[src/rtl/morf_pkg.sv]
// Summary of operation
// - Address zero reaches register chosen by ram_pointer
// - Timer counts pin edges or instruction cycles
// - Prescaler feeds timer while prescaler_assign is zero
// - Only a timer write clears the prescaler
// - Program counter and stack entries are 10 bits
// - Reset forces program counter to zero
// - Jump loads full 10-bit target
// - Call loads target, pushes next address
// - All three returns reload from stack top
// - Add to counter sums, clears two top bits
// - Move to counter loads low byte, clears top
// - Any counter register write clears bits 8, 9
// - One instruction cycle, counter changes take two
// - Status holds carry, half carry, zero flags
// - Power-down flag set by reset/clear, cleared by sleep
// - Time-out flag set by sleep/clear/reset, watchdog clears
// - Status bits 5 to 7 are spare storage
// - Pointer uses six bits, top two read one
// - Pointer at 3F sets zero, increment wraps
// - Two port registers, first only four bits
// - Timer, port change, external edge set sticky flags
// - Flag register writes can only clear
// - Flag read returns flags AND mask
// - Byte registers 10 to 3F are general storage
// - Mask bits 0 to 2 enable three sources
// - Edge select zero rising, one falling
package morf_pkg;
    localparam int ADDR_W = 12;
    localparam int DATA_W = 32;
    localparam int BYTE_W = 8;
    localparam int IDX_W = 8;
    localparam int IDX_LSB = 2;
    localparam int PC_W = 10;
    localparam int PTR_W = 6;
    localparam int PORT_A_W = 4;
    localparam int IRQ_W = 3;
    localparam int GP_COUNT = 48;
    localparam int BUSY_W = 4;

    // Register indices; byte address is four times the index
    localparam logic [IDX_W-1:0] IDX_INDIRECT = 8'h00;
    localparam logic [IDX_W-1:0] IDX_TIMER = 8'h01;
    localparam logic [IDX_W-1:0] IDX_PC = 8'h02;
    localparam logic [IDX_W-1:0] IDX_STATUS = 8'h03;
    localparam logic [IDX_W-1:0] IDX_RAMPTR = 8'h04;
    localparam logic [IDX_W-1:0] IDX_PORT_A = 8'h05;
    localparam logic [IDX_W-1:0] IDX_PORT_B = 8'h06;
    localparam logic [IDX_W-1:0] IDX_IRQ_FLAGS = 8'h0F;
    localparam logic [IDX_W-1:0] IDX_GP_FIRST = 8'h10;
    localparam logic [IDX_W-1:0] IDX_GP_LAST = 8'h3F;
    localparam logic [IDX_W-1:0] IDX_CORE_CMD = 8'h40;
    localparam logic [IDX_W-1:0] IDX_TSETUP = 8'h41;
    localparam logic [IDX_W-1:0] IDX_IRQ_MASK = 8'h42;
    localparam logic [IDX_W-1:0] IDX_CORE_STAT = 8'h43;

    // Status bit positions
    localparam int ST_C = 0;
    localparam int ST_DC = 1;
    localparam int ST_Z = 2;
    localparam int ST_PD = 3;
    localparam int ST_TO = 4;
    localparam logic [BYTE_W-1:0] ST_SW_MASK = 8'hE7;
    localparam logic [BYTE_W-1:0] ST_RST = 8'h18;

    // Interrupt flag and mask bit positions
    localparam int IRQ_TIMER = 0;
    localparam int IRQ_PORT = 1;
    localparam int IRQ_EXT = 2;
    localparam logic [IRQ_W-1:0] IRQ_MASK_RST = 3'h0;

    localparam logic [1:0] PTR_FIXED_ONES = 2'h3;
    localparam logic [PTR_W-1:0] PTR_TOP = 6'h3F;
    localparam logic [PC_W-1:0] PC_RST = 10'h000;
    localparam logic [BYTE_W-1:0] TIMER_MAX = 8'hFF;

    // Instruction cycle is two core clocks
    localparam logic [BUSY_W-1:0] ICYCLE_CLKS = 4'h2;

    typedef enum logic [3:0] {
        OP_NOP = 4'h0,
        OP_JUMP = 4'h1,
        OP_CALL = 4'h2,
        OP_RET = 4'h3,
        OP_RETURN_WITH_LITERAL = 4'h4,
        OP_RETURN_FROM_INTERRUPT = 4'h5,
        OP_ADD_PC = 4'h6,
        OP_MOV_PC = 4'h7,
        OP_SLEEP = 4'h8,
        OP_WDT_CLEAR = 4'h9,
        OP_INC_PTR = 4'hA
    } morf_op_t;

    typedef struct packed {
        morf_op_t op;
        logic [PC_W-1:0] arg;
    } morf_cmd_t;
    localparam int CMD_W = $bits(morf_cmd_t);

    // Same layout as the timer setup bits of the control page
    typedef struct packed {
        logic src_pin;
        logic edge_fall;
        logic presc_wdt;
        logic [2:0] ratio;
    } morf_tsetup_t;
    localparam int TS_W = $bits(morf_tsetup_t);
    localparam morf_tsetup_t TSETUP_RST = 6'h00;
endpackage

[src/rtl/morf_top.sv]
// Added by the designer: register access over APB.
`timescale 1ns/1ps
module morf_top #(
    parameter int STACK_DEPTH = 8
) (
    // Clock and reset
    input wire logic core_clk,
    input wire logic rst,
    // APB slave
    input wire logic psel,
    input wire logic penable,
    input wire logic pwrite,
    input wire logic [morf_pkg::ADDR_W-1:0] paddr,
    input wire logic [morf_pkg::DATA_W-1:0] pwdata,
    output logic [morf_pkg::DATA_W-1:0] prdata,
    output logic pready,
    output logic pslverr,
    // Pins, asynchronous
    input wire logic timer_pin,
    input wire logic ext_irq_pin_n,
    input wire logic [morf_pkg::PORT_A_W-1:0] port_a_pin,
    input wire logic [morf_pkg::BYTE_W-1:0] port_b_pin,
    // Watchdog expiry from on-chip logic
    input wire logic wdt_timeout,
    // Outputs
    output logic [morf_pkg::PC_W-1:0] prog_addr,
    output logic [morf_pkg::PORT_A_W-1:0] port_a_out,
    output logic [morf_pkg::BYTE_W-1:0] port_b_out
);
    localparam int SP_W = $clog2(STACK_DEPTH);
    localparam int CNT_W = $clog2(STACK_DEPTH + 1);
    localparam logic [SP_W-1:0] SP_LAST = SP_W'(STACK_DEPTH - 1);
    localparam logic [CNT_W-1:0] CNT_FULL = CNT_W'(STACK_DEPTH);

    if (STACK_DEPTH < 2 || STACK_DEPTH > 16)
    begin : g_depth_chk
        $error("STACK_DEPTH must be 2 to 16");
    end

    logic pready_q, pslverr_q;
    logic [morf_pkg::DATA_W-1:0] prdata_q;
    logic [morf_pkg::PC_W-1:0] pc_q;
    logic [morf_pkg::PC_W-1:0] stk_q [STACK_DEPTH];
    logic [SP_W-1:0] sp_q;
    logic [CNT_W-1:0] cnt_q;
    logic [morf_pkg::BYTE_W-1:0] timer_q, presc_q, st_q, acc_q;
    logic [morf_pkg::PTR_W-1:0] ptr_q;
    logic [morf_pkg::PORT_A_W-1:0] port_a_q;
    logic [morf_pkg::BYTE_W-1:0] port_b_q;
    logic [morf_pkg::IRQ_W-1:0] flags_q, mask_q;
    morf_pkg::morf_tsetup_t tsetup_q;
    logic [morf_pkg::BUSY_W-1:0] busy_q;
    logic [morf_pkg::BUSY_W-1:0] icyc_q;
    logic [morf_pkg::BYTE_W-1:0] gp_q [morf_pkg::GP_COUNT];

    // Synchronisers; third stage only for edge detection
    logic [1:0] tpin_s, ext_s;
    logic tpin_d, ext_d;
    logic [morf_pkg::PORT_A_W-1:0] pa_s1, pa_s2;
    logic [morf_pkg::BYTE_W-1:0] pb_s1, pb_s2, pb_d;

    always_ff @(posedge core_clk)
    begin
        if (rst)
        begin
            tpin_s <= '0;
            ext_s <= 2'h3;
            tpin_d <= 1'b0;
            ext_d <= 1'b1;
            pa_s1 <= '0;
            pa_s2 <= '0;
            pb_s1 <= '0;
            pb_s2 <= '0;
            pb_d <= '0;
        end
        else
        begin
            tpin_s <= {tpin_s[0], timer_pin};
            ext_s <= {ext_s[0], ext_irq_pin_n};
            tpin_d <= tpin_s[1];
            ext_d <= ext_s[1];
            pa_s1 <= port_a_pin;
            pa_s2 <= pa_s1;
            pb_s1 <= port_b_pin;
            pb_s2 <= pb_s1;
            pb_d <= pb_s2;
        end
    end

    // Pin edges ignored until the synchronisers hold real pin levels
    logic [1:0] warm_q;
    logic warm;
    assign warm = &warm_q;
    always_ff @(posedge core_clk)
    begin
        if (rst)
            warm_q <= '0;
        else if (!warm)
            warm_q <= warm_q + 1'b1;
    end

    // Bus decode
    logic [morf_pkg::IDX_W-1:0] idx, eff_idx;
    logic mapped, respond, done, wr;
    morf_pkg::morf_cmd_t cmd;
    logic [morf_pkg::BYTE_W-1:0] wbyte;

    assign idx = paddr[morf_pkg::IDX_LSB +: morf_pkg::IDX_W];
    assign eff_idx = (idx == morf_pkg::IDX_INDIRECT) ? morf_pkg::IDX_W'(ptr_q) : idx;
    assign mapped = (paddr[morf_pkg::IDX_LSB-1:0] == '0)
        && (paddr[morf_pkg::ADDR_W-1:morf_pkg::IDX_LSB+morf_pkg::IDX_W] == '0)
        && (idx <= morf_pkg::IDX_CORE_STAT);
    // Wait states: no answer while an instruction is still running
    assign respond = psel && penable && !pready_q && (busy_q == '0);
    assign done = psel && penable && pready_q;
    assign wr = done && pwrite && mapped;
    assign cmd = morf_pkg::morf_cmd_t'(pwdata[morf_pkg::CMD_W-1:0]);
    assign wbyte = pwdata[morf_pkg::BYTE_W-1:0];

    logic exec, wr_timer, wr_pc, wr_status, wr_ptr, wr_flags, pc_change;
    assign exec = wr && (eff_idx == morf_pkg::IDX_CORE_CMD);
    assign wr_timer = wr && (eff_idx == morf_pkg::IDX_TIMER);
    assign wr_pc = wr && (eff_idx == morf_pkg::IDX_PC);
    assign wr_status = wr && (eff_idx == morf_pkg::IDX_STATUS);
    assign wr_ptr = wr && (eff_idx == morf_pkg::IDX_RAMPTR);
    assign wr_flags = wr && (eff_idx == morf_pkg::IDX_IRQ_FLAGS);
    assign pc_change = wr_pc || (exec && (cmd.op inside {morf_pkg::OP_JUMP, morf_pkg::OP_CALL,
        morf_pkg::OP_RET, morf_pkg::OP_RETURN_WITH_LITERAL, morf_pkg::OP_RETURN_FROM_INTERRUPT, morf_pkg::OP_ADD_PC,
        morf_pkg::OP_MOV_PC}));

    // Stack top and add result
    logic [SP_W-1:0] sp_prev;
    logic [morf_pkg::PC_W-1:0] stack_top;
    logic [morf_pkg::BYTE_W:0] add_sum;
    assign sp_prev = (sp_q == '0) ? SP_LAST : sp_q - 1'b1;
    assign stack_top = stk_q[sp_prev];
    assign add_sum = {1'b0, pc_q[morf_pkg::BYTE_W-1:0]} + {1'b0, cmd.arg[morf_pkg::BYTE_W-1:0]};

    // Read mux
    logic [morf_pkg::DATA_W-1:0] rd_val;
    always_comb
    begin
        rd_val = '0;
        case (eff_idx)
            morf_pkg::IDX_INDIRECT: rd_val = '0;
            morf_pkg::IDX_TIMER: rd_val = morf_pkg::DATA_W'(timer_q);
            morf_pkg::IDX_PC: rd_val = morf_pkg::DATA_W'(pc_q);
            morf_pkg::IDX_STATUS: rd_val = morf_pkg::DATA_W'(st_q);
            morf_pkg::IDX_RAMPTR: rd_val = morf_pkg::DATA_W'({morf_pkg::PTR_FIXED_ONES, ptr_q});
            morf_pkg::IDX_PORT_A: rd_val = morf_pkg::DATA_W'(pa_s2);
            morf_pkg::IDX_PORT_B: rd_val = morf_pkg::DATA_W'(pb_s2);
            morf_pkg::IDX_IRQ_FLAGS: rd_val = morf_pkg::DATA_W'(flags_q & mask_q);
            morf_pkg::IDX_TSETUP: rd_val = morf_pkg::DATA_W'(tsetup_q);
            morf_pkg::IDX_IRQ_MASK: rd_val = morf_pkg::DATA_W'(mask_q);
            morf_pkg::IDX_CORE_STAT: rd_val = morf_pkg::DATA_W'({acc_q, cnt_q});
            default:
            begin
                if (eff_idx >= morf_pkg::IDX_GP_FIRST && eff_idx <= morf_pkg::IDX_GP_LAST)
                    rd_val = morf_pkg::DATA_W'(gp_q[6'(eff_idx - morf_pkg::IDX_GP_FIRST)]);
            end
        endcase
    end

    // APB answer
    always_ff @(posedge core_clk)
    begin
        if (rst)
        begin
            pready_q <= 1'b0;
            pslverr_q <= 1'b0;
            prdata_q <= '0;
        end
        else
        begin
            pready_q <= respond;
            pslverr_q <= respond && !mapped;
            if (respond)
                prdata_q <= (mapped && !pwrite) ? rd_val : '0;
        end
    end

    always_ff @(posedge core_clk)
    begin
        if (rst)
            busy_q <= '0;
        else if (exec || wr_pc)
            busy_q <= pc_change ? morf_pkg::ICYCLE_CLKS << 1 : morf_pkg::ICYCLE_CLKS;
        else if (busy_q != '0)
            busy_q <= busy_q - 1'b1;
    end

    // Instruction cycle clock
    logic icyc_tick;
    assign icyc_tick = (icyc_q == morf_pkg::ICYCLE_CLKS - 1'b1);
    always_ff @(posedge core_clk)
    begin
        if (rst || icyc_tick)
            icyc_q <= '0;
        else
            icyc_q <= icyc_q + 1'b1;
    end

    // Timer source and prescaler
    logic pin_edge, src_evt, presc_hit, timer_inc, timer_ovf;
    logic [morf_pkg::BYTE_W-1:0] ratio_mask;
    assign pin_edge = warm
        && (tsetup_q.edge_fall ? (tpin_d && !tpin_s[1]) : (!tpin_d && tpin_s[1]));
    assign src_evt = tsetup_q.src_pin ? pin_edge : icyc_tick;
    assign ratio_mask = morf_pkg::BYTE_W'((16'h0002 << tsetup_q.ratio) - 16'h0001);
    assign presc_hit = (presc_q & ratio_mask) == ratio_mask;
    // prescaler routed when assign bit is zero
    assign timer_inc = src_evt && (tsetup_q.presc_wdt || presc_hit);
    assign timer_ovf = timer_inc && !wr_timer && (timer_q == morf_pkg::TIMER_MAX);

    always_ff @(posedge core_clk)
    begin
        if (rst)
            presc_q <= '0;
        else if (wr_timer)
            presc_q <= '0;
        else if (src_evt && !tsetup_q.presc_wdt)
            presc_q <= presc_q + 1'b1;
    end

    always_ff @(posedge core_clk)
    begin
        if (rst)
            timer_q <= '0;
        else if (wr_timer)
            timer_q <= wbyte;
        else if (timer_inc)
            timer_q <= timer_q + 1'b1;
    end

    // Control page copies
    always_ff @(posedge core_clk)
    begin
        if (rst)
        begin
            tsetup_q <= morf_pkg::TSETUP_RST;
            mask_q <= morf_pkg::IRQ_MASK_RST;
        end
        else
        begin
            if (wr && eff_idx == morf_pkg::IDX_TSETUP)
                tsetup_q <= morf_pkg::morf_tsetup_t'(pwdata[morf_pkg::TS_W-1:0]);
            if (wr && eff_idx == morf_pkg::IDX_IRQ_MASK)
                mask_q <= pwdata[morf_pkg::IRQ_W-1:0];
        end
    end

    // Program counter
    always_ff @(posedge core_clk)
    begin
        if (rst)
            pc_q <= morf_pkg::PC_RST;
        else if (wr_pc)
            pc_q <= {2'b00, wbyte};
        else if (exec)
        begin
            unique case (cmd.op)
                morf_pkg::OP_JUMP: pc_q <= cmd.arg;
                morf_pkg::OP_CALL: pc_q <= cmd.arg;
                morf_pkg::OP_RET, morf_pkg::OP_RETURN_WITH_LITERAL, morf_pkg::OP_RETURN_FROM_INTERRUPT: pc_q <= stack_top;
                morf_pkg::OP_ADD_PC: pc_q <= {2'b00, add_sum[morf_pkg::BYTE_W-1:0]};
                morf_pkg::OP_MOV_PC: pc_q <= {2'b00, cmd.arg[morf_pkg::BYTE_W-1:0]};
                default: pc_q <= pc_q + 1'b1;
            endcase
        end
    end

    // 10-bit stack, oldest overwritten when full
    always_ff @(posedge core_clk)
    begin
        if (rst)
        begin
            sp_q <= '0;
            cnt_q <= '0;
            for (int i = 0; i < STACK_DEPTH; i++)
                stk_q[i] <= '0;
        end
        else if (exec && cmd.op == morf_pkg::OP_CALL)
        begin
            stk_q[sp_q] <= pc_q + 1'b1;
            sp_q <= (sp_q == SP_LAST) ? '0 : sp_q + 1'b1;
            if (cnt_q != CNT_FULL)
                cnt_q <= cnt_q + 1'b1;
        end
        else if (exec && cmd.op inside {morf_pkg::OP_RET, morf_pkg::OP_RETURN_WITH_LITERAL, morf_pkg::OP_RETURN_FROM_INTERRUPT})
        begin
            sp_q <= sp_prev;
            if (cnt_q != '0)
                cnt_q <= cnt_q - 1'b1;
        end
    end

    // Literal returned by return_with_literal
    always_ff @(posedge core_clk)
    begin
        if (rst)
            acc_q <= '0;
        else if (exec && cmd.op == morf_pkg::OP_RETURN_WITH_LITERAL)
            acc_q <= cmd.arg[morf_pkg::BYTE_W-1:0];
    end

    // RAM pointer
    logic [morf_pkg::PTR_W-1:0] ptr_new;
    logic ptr_load;
    assign ptr_load = wr_ptr || (exec && cmd.op == morf_pkg::OP_INC_PTR);
    assign ptr_new = wr_ptr ? wbyte[morf_pkg::PTR_W-1:0] : ptr_q + 1'b1;
    always_ff @(posedge core_clk)
    begin
        if (rst)
            ptr_q <= '0;
        else if (ptr_load)
            ptr_q <= ptr_new;
    end

    // Status flags
    always_ff @(posedge core_clk)
    begin
        if (rst)
            st_q <= morf_pkg::ST_RST;
        else
        begin
            // spare bits plus carry, half carry and zero flags writable
            if (wr_status)
                st_q <= (wbyte & morf_pkg::ST_SW_MASK) | (st_q & ~morf_pkg::ST_SW_MASK);
            // zero and carry from add result
            if (exec && cmd.op == morf_pkg::OP_ADD_PC)
            begin
                st_q[morf_pkg::ST_C] <= add_sum[morf_pkg::BYTE_W];
                st_q[morf_pkg::ST_Z] <= (add_sum[morf_pkg::BYTE_W-1:0] == '0);
            end
            if (ptr_load && ptr_new == morf_pkg::PTR_TOP)
                st_q[morf_pkg::ST_Z] <= 1'b1;
            if (exec && cmd.op == morf_pkg::OP_SLEEP)
                st_q[morf_pkg::ST_PD] <= 1'b0;
            else if (exec && cmd.op == morf_pkg::OP_WDT_CLEAR)
                st_q[morf_pkg::ST_PD] <= 1'b1;
            // time-out flag; set by instruction wins over expiry
            if (exec && cmd.op inside {morf_pkg::OP_SLEEP, morf_pkg::OP_WDT_CLEAR})
                st_q[morf_pkg::ST_TO] <= 1'b1;
            else if (wdt_timeout)
                st_q[morf_pkg::ST_TO] <= 1'b0;
        end
    end

    // port output latches, port A four bits
    always_ff @(posedge core_clk)
    begin
        if (rst)
        begin
            port_a_q <= '0;
            port_b_q <= '0;
        end
        else
        begin
            if (wr && eff_idx == morf_pkg::IDX_PORT_A)
                port_a_q <= wbyte[morf_pkg::PORT_A_W-1:0];
            if (wr && eff_idx == morf_pkg::IDX_PORT_B)
                port_b_q <= wbyte;
        end
    end

    logic [morf_pkg::IRQ_W-1:0] irq_set;
    assign irq_set[morf_pkg::IRQ_TIMER] = timer_ovf;
    assign irq_set[morf_pkg::IRQ_PORT] = warm && (pb_s2 != pb_d);
    assign irq_set[morf_pkg::IRQ_EXT] = warm && ext_d && !ext_s[1];
    always_ff @(posedge core_clk)
    begin
        if (rst)
            flags_q <= '0;
        // write only clears; new events win
        else if (wr_flags)
            flags_q <= (flags_q & pwdata[morf_pkg::IRQ_W-1:0]) | irq_set;
        else
            flags_q <= flags_q | irq_set;
    end

    always_ff @(posedge core_clk)
    begin
        if (rst)
        begin
            for (int i = 0; i < morf_pkg::GP_COUNT; i++)
                gp_q[i] <= '0;
        end
        else if (wr && eff_idx >= morf_pkg::IDX_GP_FIRST && eff_idx <= morf_pkg::IDX_GP_LAST)
            gp_q[6'(eff_idx - morf_pkg::IDX_GP_FIRST)] <= wbyte;
    end

    assign prdata = prdata_q;
    assign pready = pready_q;
    assign pslverr = pslverr_q;
    assign prog_addr = pc_q;
    assign port_a_out = port_a_q;
    assign port_b_out = port_b_q;
endmodule

[config.mk]
export PLATFORM = sky130hd
export DESIGN_NAME = morf_top
export DESIGN_NICKNAME = d
export VERILOG_FILES = /design/src/rtl/morf_pkg.sv /design/src/rtl/morf_top.sv
export SDC_FILE = /design/constraint.sdc
export NUM_CORES = 1
export LEC_CHECK = 0
export ABC_AREA = 1
export BUFFER_PORTS_ARGS = -buffer_cell sky130_fd_sc_hd__buf_2
export CORE_MARGIN = 5
export CORE_UTILIZATION = 40
export DETAILED_ROUTE_END_ITERATION = 7
export SYNTH_ARGS = -nofsm -noshare
export SYNTH_HDL_FRONTEND = slang
export SYNTH_SLANG_ARGS = --single-unit
[constraint.sdc]
create_clock -name core_clk -period 4.4 [get_ports core_clk]
set_input_delay 0.22 -clock core_clk [delete_from_list [all_inputs] [get_ports core_clk]]
set_output_delay 0.22 -clock core_clk [all_outputs]
set_load 0.01 [all_outputs]
==> results of run 1 <==
## flip-flops by register name, indices dropped and copies added, names as in the netlist, 10 cells and up
| signal | flops |
|---|---|
| gp_q | 512 |
| prdata | 12 |
| prog_addr | 10 |
| stk_q | 80 |
## cell type report
cell class              count  area share [%]
inverters                 329           3.234
multi-input cells        2366           29.44
flip-flops and latches    733           53.73
repair buffers            182           3.244
clock inverters            38          0.8616
well taps                1134           3.701
clock buffers             105           5.793
## layout by cell type (no fill, tap or decap), types with 25 or more instances in the layout
cell type	n
o21ai_0	217
a21oi_1	112
edfxtp_1	592
dfxtp_1	141
buf_2	81
or2_2	63
nor2_1	881
nand4_1	25
buf_4	81
o22ai_1	53
nand2_1	539
nand3_1	157
nand2_2	25
clkbuf_16	84
inv_1	304
nand3b_1	35
ha_1	29
## cell families (layout without fill, tap and decap cells)
| group | count (synthesis) | in the layout | share of synthesized area, % |
|---|---|---|---|
| and+or+nand+nor | 1787 | 1787 | 22.40 |
| DFF | 733 | 733 | 60.89 |
| buffers and inverters | 523 | 654 | 6.103 |
| AOI/OAI and AO/OA | 490 | 490 | 8.418 |
| xor gates and xnor gates | 38 | 38 | 0.9838 |
| adders and majority gates | 31 | 31 | 1.191 |
| other | 1 | 20 | 0.01109 |
## routing by layer
layer | up-vias | wire length [um] | part of all wire (%) | GRT usage, %
li1 | 12170 | - | - | -
met1 | 12710 | 44710 | 42 | 32.31
met2 | 1261 | 47510 | 45 | 35.64
met3 | 227 | 9400 | 8.9 | 4.146
met4 | 0 | 3820 | 3.6 | 7.464
met5 | - | 0 | 0 | 0
## report_power, final
| part | total [mW] | switching (mW) | internal (mW) |
|---|---|---|---|
| combinational | 1.15 | 0.858 | 0.295 |
| clock | 6.59 | 2.79 | 3.79 |
| sequential | 7.73 | 0.0663 | 7.66 |
## what timing repair did
| action | 4_1_cts | 5_1_grt |
|---|---|---|
| hold endpoints to repair | 17 | 0 |
| endpoints found under the setup margin | 0 | 0 |
| hold buffers | 17 | 0 |
## worst max-delay path by stage
stage | startpoint | end | slack, ps | cells after the start
floorplan | paddr[8] | gp_q[62][0] | 1030 | 17
global placement | paddr[4] | prdata[5] | 190 | 16
detailed placement | paddr[4] | prdata[5] | 140 | 16
CTS | ptr_q[0] | stk_q[5][7] | 660 | 12
global route | ptr_q[0] | stk_q[6][9] | 320 | 12
finish | ptr_q[0] | stk_q[5][7] | 590 | 12
## stage by stage
stage	power, mW	utilization, %	instances	setup WS, ps	hold WS [ps]
2_1_floorplan	8.538	-	3622	1033	318.9
3_3_place_gp	8.981	42.49	4727	191.8	393.3
3_5_place_dp	8.996	42.49	4727	141.4	395.9
4_1_cts	15.52	45.74	4887	661.2	5.058
5_1_grt	15.94	45.74	4887	316.2	42.88
6_report	15.47	45.74	4887	592.8	31.95
==> flow_metrics.env, run 1 <==
export IMPL_globalplace_congestion=0.9476
export IMPL_grt_max_degree=93
export IMPL_finalSetupViolCount=0
export IMPL_crit_required_ps=4680
export IMPL_cts_tree="done"
export IMPL_hold_path_class="in -> reg"
export IMPL_crit_family="simple AND/OR/NAND/NOR gates"
export IMPL_yosysWarnings=0
export IMPL_die_x_um=300.8
export IMPL_cts_buffers=81
export IMPL_crit_type="reg -> reg"
export IMPL_timing_final_crit_period_ps=3807
export IMPL_htree_levels=3
export IMPL_maxCapViolations=0
export IMPL_worst_setup_path_start_kind="flop"
export IMPL_leakagePower_nw=15.33
export IMPL_drive_above_1_share_pct=11.14
export IMPL_synth_most_common_cell="nor2_1"
export IMPL_ys_seq_area_share_pct=60.89
export IMPL_hold_violations=0
export IMPL_grt_usage_pct=22.79
export IMPL_path_clk_slew_ps=60
export IMPL_r2r_start="ptr_q[0]"
export IMPL_firstDrtPassIters=5
export IMPL_skew_ps=28.57
export IMPL_irDropWorstVdd_mv=0.2436
export IMPL_synth_avg_cell_area_um2=9.389
export IMPL_yosys_top_cells_count="883 x nor2_1, 592 x edfxtp_1, 543 x nand2_1"
export IMPL_multi_input_comb_area_um2=11290
export IMPL_cts_buffer_depth=3
export IMPL_drt_iter0_drc=2630
export IMPL_worstSetupEndpointType="flop"
export IMPL_root_buffer="clkbuf_16"
export IMPL_yosys_area_top_type="edfxtp_1"
export IMPL_finish_instance_area_um2=38340
export IMPL_syn_area_um2=33830
export IMPL_diodes=0
export IMPL_via_per_inst=5.395
export IMPL_cp_arrival_ps=4080
export IMPL_synth_area_leaders="edfxtp_1 53%, nor2_1 9.8%, dfxtp_1 8.3%"
export IMPL_r2r_cells=12
export IMPL_insertion_delay_ps=650
export IMPL_hold_end="pb_d[6]"
export IMPL_synth_cell_types=58
export IMPL_fillers=8102
export IMPL_dr_total_vias=26370
export IMPL_seqCellArea_um2=20600
export IMPL_dieArea_um2=90490
export IMPL_num_io_pins=120
export IMPL_synth_seq_cells=733
export IMPL_antenna_found_initial=0
export IMPL_worst_path_max_delay_cell="nor2_4"
export IMPL_fin_setup_tns_ps=0
export IMPL_grt_pass1_vias=25040
export IMPL_path_common_cell="nand2_1"
export IMPL_worst_path_buf_inv=3
export IMPL_async_flop_share_pct=0
export IMPL_postCtsResizedCells=0
export IMPL_synth_edf_count=592
export IMPL_status="finished, final reports clean"
export IMPL_tightest_slew_ps=1182
export IMPL_grt_pass1_wl_um=157300
export IMPL_start_util_pct=40.36
export IMPL_min_from="rst"
export IMPL_hold_depth=2
export IMPL_core_area_um2=83820
export IMPL_io_buffers=81
export IMPL_critPathMaxFanout=27
export IMPL_reg2reg_to="stk_q[5][7]"
export IMPL_r2r_slack_ps=590
export IMPL_post_synth_top_area_fraction_pct=52.55
export IMPL_path_cells="nand2_4 > nand2_4 > nor2_4 > nand2_1 > buf_4 > inv_2 > nand3_1 > nor2_1 > inv_1 > nor3_2 > nand2_1 > nand2_1"
export IMPL_cts_sinks=733
export IMPL_postRouteAntennaNets=0
export IMPL_fmax_ghz=0.2627
export IMPL_rsz0062_at_grt="no"
export IMPL_placed_area_um2=35620
export IMPL_rows=106
export IMPL_synth_top_flop_cell="edfxtp_1"
export IMPL_slew_violations=0
export IMPL_cp_slowest_stage_delay_ps=740
export IMPL_wl_um=105400
export IMPL_cts_setup_buffers=0
export IMPL_finalNetCount=3788
export IMPL_syn2layout_area_growth_pct=13.33
export IMPL_grt_overflow=0
export IMPL_syn_inst=3603
export IMPL_wire_per_inst_um=21.58
export IMPL_die_h_um=300.8
export IMPL_drc=0
export IMPL_slew_headroom_pct=21.09
export IMPL_post_route_period_util_pct=86.53
export IMPL_dpl_hpwl_um=67860
export IMPL_p_per_area_nw_per_um2=403.5
No activity file was read; power rests on OpenSTA's default activity.
==> run 2: changes to the inputs <==
--- a/config.mk
+++ b/config.mk
@@ -8,8 +8,9 @@
 export ABC_AREA = 1
 export BUFFER_PORTS_ARGS = -buffer_cell sky130_fd_sc_hd__buf_2
 export CORE_MARGIN = 5
-export CORE_UTILIZATION = 40
+export CORE_UTILIZATION = 45
 export DETAILED_ROUTE_END_ITERATION = 7
+export SKIP_CTS_REPAIR_TIMING = 1
 export SYNTH_ARGS = -nofsm -noshare
 export SYNTH_HDL_FRONTEND = slang
 export SYNTH_SLANG_ARGS = --single-unit
==> run 2 against run 1 <==
Die area fell by 11%; clock power barely moved; first-iteration DRC count rose by 16%; combinational power barely moved; the flow now finishes with violations (hold timing); via count rose by 0.13%; highest routed layer unchanged; wire length fell by 0.15%; power rose by 0.18%; global-route usage rose by 2.6 points; largest cell class unchanged; worst setup slack improved by 320 ps; sequential cell count did not move; maximum frequency rose by 9.1%; final area barely moved.
==> flow_metrics.env, run 2 (synthesis gave the netlist of run 1 again) <==
export IMPL_die_x_um=284.2
export IMPL_rsz0062_at_grt="no"
export IMPL_dieArea_um2=80760
export IMPL_start_util_pct=45.44
export IMPL_cts_buffers=78
export IMPL_status="finished with violations"
export IMPL_via_per_inst=5.546
export IMPL_drive_above_1_share_pct=12.20
export IMPL_slew_violations=0
export IMPL_cts_tree="done"
export IMPL_grt_pass1_vias=24940
export IMPL_grt_max_degree=70
export IMPL_critPathMaxFanout=20
export IMPL_slew_headroom_pct=24.70
export IMPL_globalplace_congestion=0.9145
export IMPL_fillers=6727
export IMPL_grt_overflow=0
export IMPL_holdWs_ps=-0.3697
export IMPL_top_register="gp_q"
export IMPL_crit_type="reg -> reg"
export IMPL_hold_violations=1
export IMPL_firstDrtPassIters=6
export IMPL_post_route_period_util_pct=79.31
export IMPL_finalNetCount=3818
export IMPL_postRouteAntennaNets=0
export IMPL_antenna_found_initial=2
export IMPL_leakagePower_nw=15.47
export IMPL_root_buffer="clkbuf_16"
export IMPL_mostFrequentLayoutCell="nor2_1"
export IMPL_wire_per_inst_um=22.12
export IMPL_cp_arrival_ps=3760
export IMPL_die_h_um=284.2
export IMPL_insertion_delay_ps=630
export IMPL_final_cell_mix="881 x nor2_1, 592 x edfxtp_1, 539 x nand2_1"
export IMPL_cts_buffer_depth=3
export IMPL_worst_setup_path_start_kind="flop"
export IMPL_timing_final_crit_period_ps=3490
export IMPL_tightest_slew_ps=1128
export IMPL_grt_usage_pct=25.42
export IMPL_rows=100
export IMPL_crit_required_ps=4670
export IMPL_hold_path_class="in -> reg"
export IMPL_cts_sinks=733
export IMPL_failed_checks="hold timing"
export IMPL_drc=0
export IMPL_path_clk_slew_ps=60
export IMPL_grt_pass1_wl_um=157600
export IMPL_fmax_ghz=0.2866
export IMPL_htree_levels=3
export IMPL_finalSetupViolCount=0
export IMPL_syn2layout_area_growth_pct=13.44
export IMPL_maxCapViolations=0
export IMPL_p_per_area_nw_per_um2=403.9
export IMPL_io_buffers=81
export IMPL_largest_register_ffs=512
export IMPL_drt_iter0_drc=3044
export IMPL_irDropWorstVdd_mv=0.2271
export IMPL_dpl_hpwl_um=68410
export IMPL_fin_setup_tns_ps=0
export IMPL_num_io_pins=120
export IMPL_core_area_um2=74450
export IMPL_skew_ps=25.22
export IMPL_wl_um=105300
export IMPL_worstSetupEndpointType="flop"
export IMPL_post_route_util_pct=51.55
export IMPL_dr_total_vias=26400
-- run 2: cell count changes in the layout (fill, tap and decap cells not counted), sizes merged --
cell,change
clkinvlp,+5
buf,+33
diode,+3
bufinv,+1
clkinv,-8
inv,+4
-- run 2: worst paths after layout --
kind,from,endpoint,slack (ps),depth (start not counted)
max,ptr_q[1],stk_q[6][5],910,12
min,pwdata[8],prog_addr[8],-0.4,4
max reg2reg,ptr_q[1],stk_q[6][5],910,12
min reg2reg,pa_s1[1],pa_s2[1],400,2
-- run 2: critical path, cell delays in order (launching register included) --
cell,delay [ps]
dfxtp_1,410
nand2_1,130
nand2_2,310
nor2_4,190
nand2_1,80
buf_4,190
inv_2,100
nand3_1,150
nor2_1,290
inv_1,220
nor3_2,310
nand2_1,330
nand2_1,440
-- run 2: where the power goes --
part	internal, mW	switching (mW)	leakage, nW	total, mW
Sequential	7.66	0.0662	7.06	7.73
Combinational	0.298	0.859	7.16	1.16
Clock	3.83	2.79	1.25	6.61
-- run 2: metrics by stage --
| step | instances | hold WS, ps | worst slack (ps) | total power, mW | instance area [um^2] |
|---|---|---|---|---|---|
| 6_report | 4760 | -0.3697 | 910.3 | 15.50 | 38370 |
| 5_1_grt | 4757 | 0.5000 | 603.0 | 15.95 | 38370 |
| 4_1_cts | 4740 | -256.1 | 928.1 | 15.54 | 38200 |
| 3_5_place_dp | 4595 | 395.9 | 489.2 | 8.998 | 35630 |
| 3_3_place_gp | 4595 | 395.1 | 506.3 | 8.988 | 35630 |
| 2_1_floorplan | 3622 | 318.9 | 1033 | 8.538 | 33900 |
-- run 2: layout make-up --
cell class | instances | area (um^2) | share of cell area, %
Tap cell | 969 | 1212 | 3.159
Timing Repair Buffer | 215 | 1466 | 3.821
Clock buffer | 105 | 2200 | 5.732
Inverter | 329 | 1237 | 3.225
Clock inverter | 40 | 365.4 | 0.9521
Sequential cell | 733 | 20600 | 53.68
Antenna cell | 3 | 7.507 | 0.01956
Multi-Input combinational cell | 2366 | 11290 | 29.41
-- run 2: per-layer routing --
| layer | track usage (%) | routed length [um] |
|---|---|---|
| met1 | 36.29 | 44250 |
| met3 | 4.744 | 10220 |
| met4 | 8.554 | 3481 |
| met2 | 39.39 | 47340 |
| met5 | 0 | 0 |
